$ cat config.mk
export PLATFORM = sky130hd
export DESIGN_NAME = mims_irq
export DESIGN_NICKNAME = d
export VERILOG_FILES = /design/src/rtl/mims_pkg.sv /design/src/rtl/mims_irq.sv
export SDC_FILE = /design/constraint.sdc
export NUM_CORES = 1
export LEC_CHECK = 0
export BUFFER_PORTS_ARGS = -buffer_cell sky130_fd_sc_hd__buf_2
export CAP_MARGIN = 0
export CORE_MARGIN = 5
export CORE_UTILIZATION = 54
export DETAILED_ROUTE_END_ITERATION = 12
export PLACE_DENSITY = 0.94
export SYNTH_ARGS = -nofsm -noshare
export SYNTH_HDL_FRONTEND = slang
export SYNTH_SLANG_ARGS = --single-unit
$ cat constraint.sdc
create_clock -name clock -period 3.1 [get_ports clock]
set_input_delay 0.31 -clock clock [delete_from_list [all_inputs] [get_ports clock]]
set_output_delay 0.31 -clock clock [all_outputs]
set_load 0.005 [all_outputs]
$ cat src/rtl/mims_pkg.sv
// constants for the interrupt enable and status block
// Operation
// - each enable bit gates its status bit; 1 passes, 0 blocks
// - hardware reset clears every enable bit
// - enable and status bits 14..0 match one-for-one in the listed order
// - interrupt pin active while any status bit and its enable are set
// - writing 1 clears a status bit; writing 0 leaves it
// - hardware reset clears status; software reset leaves it untouched
// - latched mode: retry flag sets only as bus master; DMA stalls until cleared
// - unlatched mode: DMA resumes without waiting; host still clears the flag
// - heartbeat flag sets when no collision pulse in first 6.4 us after transmit
// - table load done flag sets once the load writes every programmed entry
// - descriptor flag sets when a read config word has its request bit
// - frame received flag sets only after the sequence word is written
// - transmit done sets after status write on list end, halt or abort
// - transmit error flag and enable bit 8 cover faulty transmissions
// - timer flag sets when the 32-bit timer wraps zero to all ones
// - tally flags 3, 2, 1 set when their 16-bit counters wrap to zero
// - bit 6 flags all receive descriptors consumed
// - bit 5 flags all receive resource descriptors consumed
// - bit 4 flags storing data past the receive buffer area end
// - bit 0 flags a receive FIFO overrun
// - enable bit 10 allows interrupts for frames accepted to memory
package mims_pkg;
  localparam logic [5:0] IRQ_ENABLE_OFFSET = 6'h04;
  localparam logic [5:0] IRQ_STATUS_OFFSET = 6'h05;
  localparam logic [15:0] IRQ_ENABLE_RESET = 16'h0000;
  localparam logic [15:0] IRQ_STATUS_RESET = 16'h0000;
  localparam logic [15:0] IRQ_WRITABLE_MASK = 16'h7FFF;
  localparam int BUS_RETRY_BIT = 14;
  localparam int HEARTBEAT_BIT = 13;
  localparam int TABLE_LOAD_BIT = 12;
  localparam int DESCRIPTOR_IRQ_BIT = 11;
  localparam int FRAME_RECEIVED_BIT = 10;
  localparam int TX_COMPLETE_BIT = 9;
  localparam int TX_FAULT_BIT = 8;
  localparam int TIMER_WRAP_BIT = 7;
  localparam int RX_DESC_EXHAUSTED_BIT = 6;
  localparam int RX_BUFFERS_EXHAUSTED_BIT = 5;
  localparam int RX_AREA_OVERRUN_BIT = 4;
  localparam int CHECK_TALLY_BIT = 3;
  localparam int FRAMING_TALLY_BIT = 2;
  localparam int MISSED_TALLY_BIT = 1;
  localparam int RX_FIFO_OVERFLOW_BIT = 0;
  localparam int CLOCK_PERIOD_NS = 10;
  localparam int HEARTBEAT_WINDOW_NS = 6400;
  localparam int HEARTBEAT_WINDOW_CYCLES =
    HEARTBEAT_WINDOW_NS / CLOCK_PERIOD_NS;
  localparam logic [9:0] HEARTBEAT_LAST_COUNT =
    10'(HEARTBEAT_WINDOW_CYCLES - 1);
  typedef enum logic [1:0] {
    HB_IDLE = 2'b00,
    HB_WAIT = 2'b01,
    HB_MISS = 2'b11
  } mims_hb_state_type;
endpackage

$ cat src/rtl/mims_irq.sv
// interrupt enable and status registers with their event sources
`timescale 1ns/1ps
module mims_irq (
  input wire logic clock,
  input wire logic reset,
  input wire logic ce,
  input wire logic soft_reset,
  input wire logic reg_select,
  input wire logic reg_write,
  input wire logic [5:0] reg_addr,
  input wire logic [15:0] reg_wdata,
  output logic [15:0] reg_rdata,
  output logic reg_rdata_valid,
  input wire logic latched_retry_mode,
  input wire logic bus_master,
  input wire logic bus_retry_input,
  input wire logic tx_end,
  input wire logic collision_pulse,
  input wire logic table_load_complete,
  input wire logic tx_config_read,
  input wire logic tx_config_irq_bit,
  input wire logic rx_sequence_written,
  input wire logic tx_status_written,
  input wire logic list_end_flag,
  input wire logic halt_transmit_cmd,
  input wire logic length_mismatch,
  input wire logic too_many_collisions,
  input wire logic tx_fifo_underrun,
  input wire logic excessive_deferral,
  input wire logic timer_step,
  input wire logic timer_is_zero,
  input wire logic [2:0] tally_step,
  input wire logic [2:0] tally_all_ones,
  input wire logic rx_desc_exhausted,
  input wire logic rx_buffers_exhausted,
  input wire logic rx_area_overrun,
  input wire logic rx_fifo_overflow,
  output logic irq,
  output logic dma_stall,
  output logic [15:0] irq_enable_reg,
  output logic [15:0] irq_status_reg
);

  // register port decode
  wire enable_hit = reg_select && (reg_addr == mims_pkg::IRQ_ENABLE_OFFSET);
  wire status_hit = reg_select && (reg_addr == mims_pkg::IRQ_STATUS_OFFSET);
  wire enable_write = enable_hit && reg_write;
  wire status_write = status_hit && reg_write;
  wire reg_read = reg_select && !reg_write;
  wire [15:0] clear_bits;
  assign clear_bits = status_write ?
    (reg_wdata & mims_pkg::IRQ_WRITABLE_MASK) : 16'h0000;

  // heartbeat watch after each transmission
  mims_pkg::mims_hb_state_type hb_state;
  mims_pkg::mims_hb_state_type next_hb_state;
  logic [9:0] hb_count;
  logic [9:0] next_hb_count;

  always_comb begin
    next_hb_state = hb_state;
    next_hb_count = hb_count;
    unique case (hb_state)
      mims_pkg::HB_IDLE: begin
        next_hb_count = 10'h000;
        if (tx_end) begin
          next_hb_state = mims_pkg::HB_WAIT;
        end
      end
      mims_pkg::HB_WAIT: begin
        if (collision_pulse) begin
          next_hb_state = mims_pkg::HB_IDLE;
        end else if (hb_count == mims_pkg::HEARTBEAT_LAST_COUNT) begin
          next_hb_state = mims_pkg::HB_MISS;
        end else begin
          next_hb_count = hb_count + 10'h001;
        end
      end
      mims_pkg::HB_MISS: begin
        next_hb_state = mims_pkg::HB_IDLE;
      end
      default: begin
        next_hb_state = mims_pkg::HB_IDLE;
      end
    endcase
  end

  always_ff @(posedge clock or posedge reset) begin
    if (reset) begin
      hb_state <= mims_pkg::HB_IDLE;
      hb_count <= 10'h000;
    end else if (ce) begin
      hb_state <= next_hb_state;
      hb_count <= next_hb_count;
    end
  end

  // event sources
  wire tx_abort = length_mismatch || too_many_collisions ||
    tx_fifo_underrun || excessive_deferral;
  wire retry_event = bus_retry_input &&
    (!latched_retry_mode || bus_master);
  wire [15:0] set_bits;
  assign set_bits[15] = 1'b0;
  assign set_bits[mims_pkg::BUS_RETRY_BIT] = retry_event;
  assign set_bits[mims_pkg::HEARTBEAT_BIT] =
    (hb_state == mims_pkg::HB_MISS);
  assign set_bits[mims_pkg::TABLE_LOAD_BIT] = table_load_complete;
  assign set_bits[mims_pkg::DESCRIPTOR_IRQ_BIT] =
    tx_config_read && tx_config_irq_bit;
  assign set_bits[mims_pkg::FRAME_RECEIVED_BIT] =
    rx_sequence_written;
  assign set_bits[mims_pkg::TX_COMPLETE_BIT] = tx_status_written &&
    (list_end_flag || halt_transmit_cmd || tx_abort);
  assign set_bits[mims_pkg::TX_FAULT_BIT] =
    tx_status_written && tx_abort;
  assign set_bits[mims_pkg::TIMER_WRAP_BIT] =
    timer_step && timer_is_zero;
  assign set_bits[mims_pkg::RX_DESC_EXHAUSTED_BIT] =
    rx_desc_exhausted;
  assign set_bits[mims_pkg::RX_BUFFERS_EXHAUSTED_BIT] =
    rx_buffers_exhausted;
  assign set_bits[mims_pkg::RX_AREA_OVERRUN_BIT] = rx_area_overrun;
  assign set_bits[mims_pkg::CHECK_TALLY_BIT:mims_pkg::MISSED_TALLY_BIT] =
    tally_step & tally_all_ones;
  assign set_bits[mims_pkg::RX_FIFO_OVERFLOW_BIT] =
    rx_fifo_overflow;

  // per-bit status update, set wins over clear
  logic [15:0] next_status;
  genvar b;
  generate
    for (b = 0; b < 16; b = b + 1) begin : g_status
      assign next_status[b] = set_bits[b] ||
        (irq_status_reg[b] && !clear_bits[b]);
    end
  endgenerate

  wire [15:0] next_enable = enable_write ?
    (reg_wdata & mims_pkg::IRQ_WRITABLE_MASK) : irq_enable_reg;
  wire next_irq = |(next_status & next_enable);
  wire next_stall = latched_retry_mode &&
    next_status[mims_pkg::BUS_RETRY_BIT];
  wire [15:0] read_mux = enable_hit ? irq_enable_reg :
    (status_hit ? irq_status_reg : 16'h0000);

  // soft_reset deliberately touches nothing here
  always_ff @(posedge clock or posedge reset) begin
    if (reset) begin
      irq_enable_reg <= mims_pkg::IRQ_ENABLE_RESET;
      irq_status_reg <= mims_pkg::IRQ_STATUS_RESET;
      irq <= 1'b0;
      dma_stall <= 1'b0;
    end else if (ce) begin
      irq_enable_reg <= next_enable;
      irq_status_reg <= next_status;
      irq <= next_irq;
      dma_stall <= next_stall;
    end
  end

  always_ff @(posedge clock or posedge reset) begin
    if (reset) begin
      reg_rdata <= 16'h0000;
      reg_rdata_valid <= 1'b0;
    end else if (ce) begin
      reg_rdata <= reg_read ? read_mux : 16'h0000;
      reg_rdata_valid <= reg_read;
    end
  end
endmodule // mims_irq

==> results of run 1 <==
==> path summary, 6_finish.rpt <==
path / start / slack [ns] / end / cells past startpoint
max reg2reg: hb_count[0] / 0.98 / hb_count[9] / 7
min in group clock: reg_write / 0.20 / reg_rdata_valid / 2
max: reg_addr[0] / 0.83 / irq / 8
min reg2reg: reg_rdata[11] / 0.53 / reg_rdata[11] / 2
min: reset / 0.09 / irq_status_reg[3] / 2
max in group asynchronous: reset / 2.31 / hb_count[5] / 3
==> layer usage <==
layer	share of wire [%]	wire [µm]	vias up
met3	9.4	832	28
met5	0	0	-
met1	38	3410	1404
li1	-	-	1281
met2	49	4400	165
met4	2.8	246	0
==> metrics by stage <==
step / hold slack, ns / std cells / power [W]
after CTS: 0.105 / 475 / 0.00179
final: 0.0872 / 475 / 0.00179
after global placement: 0.453 / 460 / 0.00106
after detailed placement: 0.468 / 460 / 0.00107
after floorplan: 0.399 / 302 / 0.000977
after global routing: 0.166 / 475 / 0.00186
==> cells by family (layout without fill, tap and decap cells) <==
logic type      after synthesis  in the layout  share of synthesized area [%]
compound gates               65             65                           14.6
xor+xnor                      8              8                           2.25
fa+ha+maj                     1              1                          0.402
buf+inv                      42            143                           6.15
flops                        60             60                           48.3
mux                          45             45                           15.1
other cells                   1              3                          0.121
simple gates                 78             78                           13.1
==> cell usage in the layout, fill, tap and decap left out, drive strengths merged, types with 2 or more instances in the layout <==
master    n
mux2     16
dfrtp    60
nand4     5
a22o      8
mux2i    29
xor2      7
nand3    21
o21ai     5
nand2b    2
and3      3
clkbuf   14
nor2     16
nor4      2
and4bb    2
o22ai    23
buf     106
a22oi     7
a21oi    12
a32o      6
inv      22
conb      3
nand2    23
==> layout make-up <==
cell class,count,area [µm²]
Fill cell,410,1700
Sequential cell,60,1500
Multi-Input combinational cell,200,1430
Timing Repair Buffer,106,543
Clock buffer,14,173
Tap cell,72,90.1
Inverter,22,82.6
Clock inverter,1,30.0
==> power by group through the flow <==
stage / sequential (W) / clock (W) / combinational [W]
final: 0.000852 / 0.000728 / 0.000212
after global routing: 0.000856 / 0.000766 / 0.000237
after CTS: 0.000851 / 0.000731 / 0.000213
after detailed placement: 0.000865 / 0 / 0.000209
after global placement: 0.000862 / 0 / 0.000199
after floorplan: 0.000855 / 0 / 0.000122
==> out/qor.csv, run 1 <==
stage,metric,value,unit
grt,grt_pass1_vias,2881,
layout,final_nets,456,
drt,wl_per_cell,18.7,µm
power,ir_drop,223,µV
timing,rsz0062_at_grt,no,
place,gp_congestion,0.828,
place,placed_area,3640,µm²
grt,grtUsageMet3,5.38,%
drt,antenna_left,0,
yosys,yosys_warnings,0,
clocking,clkTransAtPathRegs,0.07,ns
place,pre_cts_slack,0.532,ns
worst_setup_path,crit_family,simple AND/OR/NAND/NOR gates,
yosys,synthTopCellsByCount,"dfrtp_1 (60), mux2i_1 (29), o22ai_1 (23)",
yosys,synth_area_per_cell,10.4,µm²
yosys,synth-edff-count,0,
power,p_clk_share,40.6,%
worst_setup_path,crit_arrival,2.47,ns
grt,grt-busiest-layer,met2,
timing,hold_viol,0,
yosys,yosys.area.top_type_share,48.3,%
grt,use_met1,29.7,%
yosys,synth.area.top_cells,"dfrtp_1 (48%), mux2i_1 (9.3%), mux2_2 (5.8%)",
die,coreArea,5540,µm²
timing,setup_viol,0,
power,p_seq_share,47.5,%
worst_setup_path,required,3.30,ns
clocking,cts_tree,built,
timing,worst_pin_slew,0.861,ns
power,netSwitchingPower,0.000452,W
clocking,holdBufCountCts,0,
layout,antenna-diode-count,0,
worst_setup_path,crit_type,in -> reg,
clocking,htreeDepth,3,
yosys,synth_cells,300,
yosys,ys.flop_type,dfrtp_1,
worst_setup_path,critPathBufInv,2,
grt,grt.met2_usage,40.0,%
timing,relSlewSlack,42.4,%
grt,grt_max_degree,34,
worst_setup_path,worst-path-max-fanout,17,
worst_setup_path,cp_cell_sequence,buf_2 > and4bb_1 > buf_4 > nand3_1 > a22oi_1 > o22ai_1 > nor4_1 > a21oi_1,
worst_setup_path,crit_path_start_kind,input port,
grt,grt-ovfl-total,0,
layout,final_util,69.4,%
clocking,cts_sinks,60,
layout,syn_to_final_growth,23.6,%
die,die-area,7380,µm²
die,die_w,85.9,µm
grt,track_usage,24.4,%
clocking,clock_latency,0.34,ns
power,pwr-share-comb,11.8,%
grt,grt_pass1_wl,14000,µm
worst_setup_path,cp-end-kind,flop,
timing,finalCriticalPeriod,2.27,ns
power,p_per_area,466,nW/µm²
die,die_h,85.9,µm
layout,drive_above_1_share,34.5,%
yosys,synthesis.area,3110,µm²
timing,finalClockSkew,0.00868,ns
die,pin_count,107,
timing,fmax,440,MHz
clocking,numCtsBuffers,9,
yosys,yosysMostFrequentCell,dfrtp_1,
drt,finalWirelength,8890,µm
drt,dr.first_iter.drc_count,192,
worst_setup_path,worst_path_max_delay_cell,and4bb_1,
clocking,cts_root_buffer,clkbuf_8,
die,row_count,27,
flow_run,drv_cap,0,
power,p_leak,1.99,nW
timing,period_share,73.3,%
drt,drt_pass1_iterations,4,
yosys,ys_ff_latch,60,
run_status,run_status,"finished, final reports clean",
power,swShare,25.2,%
yosys,seq_area_frac_synth,48.3,%
drt,drc_errors,0,
timing,fin_ws,0.829,ns
timing,drv_slew,0,
worst_setup_path,crit_path_max_incr_delay,0.58,ns
yosys,ys_types,35,
timing,setup-tns-final,0,ns
power,p_int,0.00134,W
drt,vias,2878,
yosys,async_flop_share,100,%
die,start_util,56.1,%
yosys,yosys.area.top_type,dfrtp_1,
clocking,cts_buffer_depth,2,
place,place_hpwl,6270,µm
clocking,post-cts-setup-buffer-count,0,
place,portBuffers,101,
layout,fin_area,3840,µm²
drt,via_per_inst,6.06,
grt,antenna_found_initial,0,
clocking,cts_resized,0,
hold_path,hold_class,in -> async,
No activity file was read; power rests on OpenSTA's default activity.
==> inputs of run 2 (changes only) <==
ABC_AREA = 1   (was default)
CORE_UTILIZATION = 51   (was 54)
PLACE_DENSITY = 0.89   (was 0.94)
clock period = 2.25 ns   (was 3.1 ns; I/O delays follow)
==> run 2 against run 1 <==
Against the previous run:
- first-iteration DRC count up 110%
- non-clock buffer count up 4
- worst hold slack better by 0.013 ns
- die area up 13%
- clock skew up 0.0069 ns
- sequential share of layout area down 2.4 points
- clock power up 13%
- critical endpoint is now hb_count[7]
- largest power group unchanged
==> out/qor.csv, run 2 <==
stage,metric,value,unit,change
grt,antenna_found_initial,0,,unchanged
hold_path,hold_class,in -> reg,,
timing,finalClockSkew,0.0156,ns,+0.00688 ns
place,gp_congestion,0.907,,+9.5%
worst_setup_path,crit_path_start_kind,flop,,
worst_setup_path,critPathBufInv,1,,-1
clocking,cts_root_buffer,clkbuf_8,,
drt,drc_errors,0,,unchanged
yosys,yosys.area.top_type,dfrtp_1,,
timing,relSlewSlack,50.8,%,+8.4 points
worst_setup_path,cp_cell_sequence,ha_1 > nand2_1 > nor2_1 > nand4_1 > or2_1 > nand2_2 > inv_2 > nand2_1 > nor2_1 > o21ai_0 > nor2_1,,
grt,track_usage,24.1,%,-0.24 points
yosys,ys_types,35,,unchanged
worst_setup_path,crit_family,simple AND/OR/NAND/NOR gates,,
clocking,clkTransAtPathRegs,0.07,ns,about the same
power,p_int,0.00186,W,+39%
clocking,htreeDepth,3,,unchanged
die,row_count,29,,+7.4%
grt,grt_pass1_wl,16400,µm,+17%
yosys,synth-edff-count,0,,unchanged
yosys,yosysMostFrequentCell,nand2_1,,
clocking,clock_latency,0.34,ns,about the same
power,p_clk_share,29.2,%,-11 points
grt,grt-ovfl-total,0,,unchanged
worst_setup_path,worst-path-max-fanout,11,,-6
timing,setup_viol,0,,unchanged
drt,antenna_left,0,,unchanged
yosys,synthTopCellsByCount,"nand2_1 (183), dfrtp_1 (60), inv_1 (46)",,
clocking,cts_buffer_depth,2,,unchanged
timing,worst_pin_slew,0.729,ns,-0.132 ns
die,die_w,91.5,µm,+6.5%
worst_setup_path,required,2.47,ns,-0.83 ns
die,die_h,91.5,µm,+6.5%
timing,finalCriticalPeriod,1.81,ns,
clocking,cts_tree,built,,
yosys,synth.area.top_cells,"dfrtp_1 (44%), nand2_1 (20%), o21ai_0 (5.5%)",,
yosys,yosys_warnings,0,,unchanged
worst_setup_path,crit_path_max_incr_delay,0.38,ns,-0.20 ns
grt,grt_pass1_vias,3534,,+23%
layout,syn_to_final_growth,21.0,%,
worst_setup_path,critPathMostFrequentCell,nor2_1,,
drt,via_per_inst,5.41,,-11%
flow_run,drv_cap,0,,unchanged
yosys,seq_area_frac_synth,44.3,%,-3.9 points
drt,drt_pass1_iterations,6,,+2
power,p_leak,2.23,nW,+12%
yosys,synth_cells,473,,+58%
yosys,ys_ff_latch,60,,unchanged
run_status,run_status,"finished, final reports clean",,
hold_path,holdPathStages,2,,
layout,antenna-diode-count,0,,unchanged
worst_setup_path,r2r.worst_path.cells,11,,+4
layout,layout_commonest_cell,nand2_1,,
place,place_hpwl,7280,µm,+16%
hold_path,worstHoldStart,collision_pulse,,
die,pin_count,107,,unchanged
die,die-area,8370,µm²,+13%
drt,finalWirelength,9860,µm,+11%
layout,layout_common_cells,"nand2_1 (183), buf_2 (101), dfrtp_1 (60), inv_1 (45), o21ai_0 (37)",,
yosys,ys.flop_type,dfrtp_1,,
die,start_util,52.7,%,-3.4 points
clocking,numCtsBuffers,9,,unchanged
layout,final_util,63.8,%,-5.6 points
worst_setup_path,reg2reg_slack,0.44,ns,-0.54 ns
grt,grt_max_degree,64,,+88%
worst_setup_path,crit_type,reg -> reg,,
timing,drv_slew,0,,unchanged
drt,dr.first_iter.drc_count,402,,+110%
layout,drive_above_1_share,23.9,%,-11 points
yosys,synth_area_per_cell,7.16,µm²,-31%
yosys,synthesis.area,3390,µm²,+8.8%
power,swShare,33.8,%,+8.6 points
die,coreArea,6420,µm²,+16%
clocking,cts_sinks,60,,unchanged
power,ir_drop,372,µV,+67%
worst_setup_path,crit_arrival,2.02,ns,-0.45 ns
hold_path,worstHoldEndpoint,hb_state[1],,
drt,vias,3521,,+22%
yosys,async_flop_share,100,%,unchanged
worst_setup_path,worst_path_max_delay_cell,dfrtp_1,,
layout,nFillCells,561,,+37%
worst_setup_path,cp-end-kind,flop,,
power,netSwitchingPower,0.000951,W,+110%
timing,fmax,553,MHz,
layout,final_nets,628,,+38%
worst_setup_path,rr_startpoint,hb_count[0],,
worst_setup_path,worstReg2RegEnd,hb_count[7],,
power,pwr-share-comb,24.2,%,+12 points
power,p_seq_share,46.5,%,-1.0 points
timing,period_share,80.3,%,
timing,rsz0062_at_grt,no,,
place,portBuffers,101,,unchanged
timing,setup-tns-final,0,ns,unchanged
timing,hold_viol,0,,unchanged
yosys,yosys.area.top_type_share,44.3,%,-3.9 points
drt,wl_per_cell,15.2,µm,-19%
power,p_per_area,686,nW/µm²,+47%
[run 2: changes by cell type in the layout (fill, tap and decap cells not counted), sizes merged, moves of 6 or more]
| cell | change |
|---|---|
| nand2 | +162 |
| mux2 | -16 |
| inv | +27 |
| a32o | -6 |
| a31oi | +8 |
| a21oi | -9 |
| xor2 | -6 |
| a22oi | -7 |
| nand4 | +16 |
| a22o | -8 |
| o22ai | -14 |
| o21ai | +32 |
| mux2i | -29 |
| nor2 | +16 |
[run 2: worst register-to-register path, stage by stage (launching register included)]
cell     delay [ns]
dfrtp_1        0.38
ha_1           0.18
nand2_1        0.10
nor2_1         0.11
nand4_1        0.10
or2_1          0.23
nand2_2        0.12
inv_2          0.12
nand2_1        0.11
nor2_1         0.04
o21ai_0        0.14
nor2_1         0.06
[run 2: power by group through the flow]
stage / clock network [W] / registers [W] / logic (W)
final: 0.000822 / 0.00131 / 0.000681
after global routing: 0.000890 / 0.00132 / 0.000771
after CTS: 0.000837 / 0.00130 / 0.000683
after detailed placement: 0 / 0.00132 / 0.000677
after global placement: 0 / 0.00131 / 0.000643
after floorplan: 0 / 0.00131 / 0.000430
[run 2: routing by layer]
layer | vias up | part of all wire (%) | GRT usage, %
met3 | 27 | 9.7 | 6.53
met5 | - | 0 | 0
met4 | 0 | 2.4 | 10.9
li1 | 1713 | - | -
met2 | 193 | 50 | 39.7
met1 | 1588 | 38 | 29.6
[run 2: how the worst max path moves through the flow]
stage	from	endpoint	slack [ns]	cells past startpoint
floorplan	reset	dma_stall	0.54	1
global placement	reg_addr[3]	reg_rdata[10]	0.43	9
detailed placement	reg_addr[5]	reg_rdata[14]	0.33	8
CTS	hb_count[0]	hb_count[7]	0.43	11
global route	hb_count[0]	hb_count[7]	0.20	11
finish	hb_count[0]	hb_count[7]	0.44	11
[run 2: kinds of logic (layout without fill, tap and decap cells)]
| logic type | Yosys count | after routing | share of synthesized area [%] |
|---|---|---|---|
| and+or+nand+nor | 272 | 272 | 34.9 |
| buffers and inverters | 75 | 174 | 9.57 |
| DFF | 60 | 60 | 44.3 |
| AOI/OAI and AO/OA | 63 | 63 | 10.5 |
| xor gates and xnor gates | 1 | 1 | 0.259 |
| other | 1 | 3 | 0.111 |
| adders and majority gates | 1 | 1 | 0.369 |
[run 2: repair_timing]
item	CTS	global route
setup endpoints to repair	0	0
buffers inserted	0	0
hold endpoints to repair	26	0
gates resized for setup	0	0
hold buffers	1	0
[run 2: metrics by stage]
step	hold slack, ns	area, µm²	setup WS, ns	cells	total power, W
floorplan	0.325	3390	0.540	475	0.00174
global placement	0.318	3930	0.430	636	0.00196
detailed placement	0.331	3930	0.327	636	0.00200
CTS	0.0799	4100	0.426	651	0.00282
global route	0.0843	4100	0.203	651	0.00298
finish	0.0999	4100	0.443	651	0.00281
[run 2: cell type report]
| cell class | instances | area [µm²] | share of cell area (%) |
|---|---|---|---|
| Clock buffer | 11 | 141 | 3.45 |
| Clock inverter | 3 | 15.0 | 0.366 |
| Inverter | 50 | 188 | 4.58 |
| Multi-Input combinational cell | 340 | 1570 | 38.3 |
| Sequential cell | 60 | 1500 | 36.6 |
| Tap cell | 77 | 96.3 | 2.35 |
| Timing Repair Buffer | 110 | 588 | 14.4 |
==> inputs of run 3 (changes only) <==
CORE_UTILIZATION = 46   (was 51)
PLACE_DENSITY = 0.85   (was 0.89)
clock period = 1.6 ns   (was 2.25 ns; I/O delays follow)
==> run 3 against run 2 <==
Against the previous run:
- the run now ends with negative setup slack left
- via count rose by 3.7%
- worst hold slack worse by 0.082 ns
- utilization down 2.3 points
- combinational power increased by 75%
- final area increased by 8.4%
- total power is 51% higher
- global-route usage decreased by 2.1 points
- non-clock buffer count is 25 higher
- die area is 9.6% higher
- sequential cell count did not move
- critical path type unchanged
- highest routed layer unchanged
==> out/qor.csv, run 3 (synthesis gave the netlist of run 2 again) <==
stage,metric,value,unit,change
grt,grt_pass1_vias,3377,,-4.4%
clocking,cts_sinks,60,,unchanged
timing,fin_ws,-0.148,ns,-0.591 ns
power,p_seq_share,44.0,%,-2.5 points
worst_setup_path,r2r.worst_path.cells,11,,unchanged
power,ir_drop,751,µV,+100%
drt,finalWirelength,10200,µm,+3.7%
drt,via_per_inst,5.22,,-3.5%
drt,drc_errors,0,,unchanged
worst_setup_path,cp-endpoint,hb_count[2],,
worst_setup_path,worstReg2RegEnd,hb_count[2],,
die,die-area,9180,µm²,+9.6%
die,die_h,95.8,µm,+4.7%
layout,layoutNonFillerInstCount,700,,+7.5%
worst_setup_path,crit_type,reg -> reg,,
worst_setup_path,startpoint,hb_count[0],,
layout,layout_common_cells,"nand2_1 (180), buf_2 (101), dfrtp_1 (58), inv_1 (45), o21ai_0 (35)",,
layout,nFillCells,654,,+17%
grt,grt_max_degree,61,,-4.7%
clocking,cts_root_buffer,clkbuf_8,,
clocking,cts_tree,built,,
place,place_hpwl,7370,µm,+1.2%
die,pin_count,107,,unchanged
layout,fin_area,4440,µm²,+8.4%
hold_path,holdPathStages,2,,unchanged
grt,grt-ovfl-total,0,,unchanged
power,swShare,34.5,%,+0.66 points
clocking,htreeDepth,3,,unchanged
flow_run,drv_cap,0,,unchanged
timing,setup_viol,8,,+8
run_status,violations,negative setup slack,,
timing,setup-tns-final,-0.568,ns,-0.568 ns
die,start_util,46.9,%,-5.8 points
grt,grt_pass1_wl,15700,µm,-4.4%
die,coreArea,7210,µm²,+12%
clocking,numCtsBuffers,9,,unchanged
drt,vias,3653,,+3.7%
place,placed_area,4140,µm²,+5.4%
clocking,clkTransAtPathRegs,0.06,ns,about the same
drt,antenna_left,0,,unchanged
layout,syn_to_final_growth,31.2,%,
hold_path,hold_class,in -> reg,,
timing,period_share,109,%,+29 points
timing,hold_viol,0,,unchanged
power,netSwitchingPower,0.00146,W,+54%
timing,drv_slew,0,,unchanged
layout,multiInputGateArea,1640,µm²,+4.4%
worst_setup_path,crit_arrival,2.01,ns,about the same
clocking,clock_latency,0.34,ns,about the same
place,portBuffers,101,,unchanged
place,placed_cells,677,,+6.4%
worst_setup_path,worst-path-max-fanout,8,,-3
place,gp_congestion,0.919,,+1.3%
timing,fmax,572,MHz,+3.4%
run_status,run_status,"finished, violations left",,
worst_setup_path,cp-end-kind,flop,,
grt,antenna_found_initial,0,,unchanged
layout,drive_above_1_share,29.8,%,+5.9 points
timing,finalClockSkew,0.0117,ns,-0.00390 ns
drt,wl_per_cell,14.6,µm,-3.5%
timing,rsz0062_at_grt,yes,,
grt,track_usage,22.1,%,-2.1 points
power,p_clk_share,28.0,%,-1.2 points
worst_setup_path,rr_startpoint,hb_count[0],,
worst_setup_path,reg2reg_slack,-0.15,ns,-0.59 ns
drt,dr.first_iter.drc_count,297,,-26%
die,row_count,31,,+6.9%
timing,holdWs,0.0176,ns,-0.0823 ns
power,p_per_area,955,nW/µm²,+39%
worst_setup_path,crit_path_start_kind,flop,,
layout,regArea,1500,µm²,+0.17%
layout,final_nets,653,,+4.0%
power,pwr-share-comb,28.0,%,+3.8 points
drt,drt_pass1_iterations,5,,-1
layout,layout_commonest_cell,nand2_1,,
power,p_leak,2.38,nW,+6.8%
clocking,cts_buffer_depth,2,,unchanged
worst_setup_path,required,1.86,ns,-0.61 ns
layout,antenna-diode-count,0,,unchanged
power,p_int,0.00278,W,+49%
timing,finalCriticalPeriod,1.75,ns,-0.0589 ns
die,die_w,95.8,µm,+4.7%
==> run 3: metal layers <==
metal  share of wire [%]  vias up  GRT usage (%)
met2                  50      160           37.7
met4                 2.3        0           10.5
met3                 7.8       22           3.13
met1                  40     1706           27.4
li1                    -     1765              -
met5                   0        -              0
==> run 3: layout make-up <==
class / instances / share of cell area, %
Inverter: 50 / 4.37
Timing Repair Buffer: 135 / 18.3
Tap cell: 99 / 2.79
Clock buffer: 11 / 3.18
Clock inverter: 5 / 0.620
Sequential cell: 60 / 33.9
Multi-Input combinational cell: 340 / 36.9
==> run 3: how the worst min path moves through the flow <==
| stage | startpoint | end | slack (ns) |
|---|---|---|---|
| after global placement | reset | hb_count[3] | 0.27 |
| final | collision_pulse | hb_state[1] | 0.02 |
| after global routing | collision_pulse | hb_state[1] | 0.02 |
| after floorplan | collision_pulse | hb_state[1] | 0.26 |
| after detailed placement | reset | hb_count[3] | 0.27 |
| after CTS | collision_pulse | hb_state[1] | 0.02 |
==> run 3: metrics by stage <==
step           total power, W  worst slack (ns)  util (%)
3_5_place_dp          0.00294           -0.0667      57.4
4_1_cts               0.00416           -0.0446      60.6
3_3_place_gp          0.00288          -0.00527      57.4
2_1_floorplan         0.00245            0.0588         -
6_report              0.00424            -0.148      61.6
5_1_grt               0.00449            -0.254      61.6
==> run 3: power groups by stage <==
stage,registers [W],logic [W],clock network (W)
after floorplan,0.00184,0.000605,0
after global placement,0.00185,0.00103,0
after detailed placement,0.00186,0.00107,0
after CTS,0.00184,0.00112,0.00120
after global routing,0.00188,0.00132,0.00128
final,0.00187,0.00119,0.00119
==> run 3: repair_timing <==
| action | in CTS | in global routing |
|---|---|---|
| buffers inserted | 4 | 2 |
| hold buffers | 1 | 0 |
| endpoints found under the setup margin | 7 | 12 |
| pin swaps | 5 | 6 |
| gates resized for setup | 8 | 13 |
| hold endpoints to repair | 60 | 0 |
==> run 3: critical path: stages (launching register included) <==
cell	delay, ns
dfrtp_1	0.37
ha_2	0.20
nand2_2	0.06
nor2_1	0.10
nand4_1	0.13
or2_1	0.26
nand2_2	0.10
inv_4	0.06
buf_12	0.13
nand2_4	0.06
nand2_1	0.08
a21oi_2	0.13
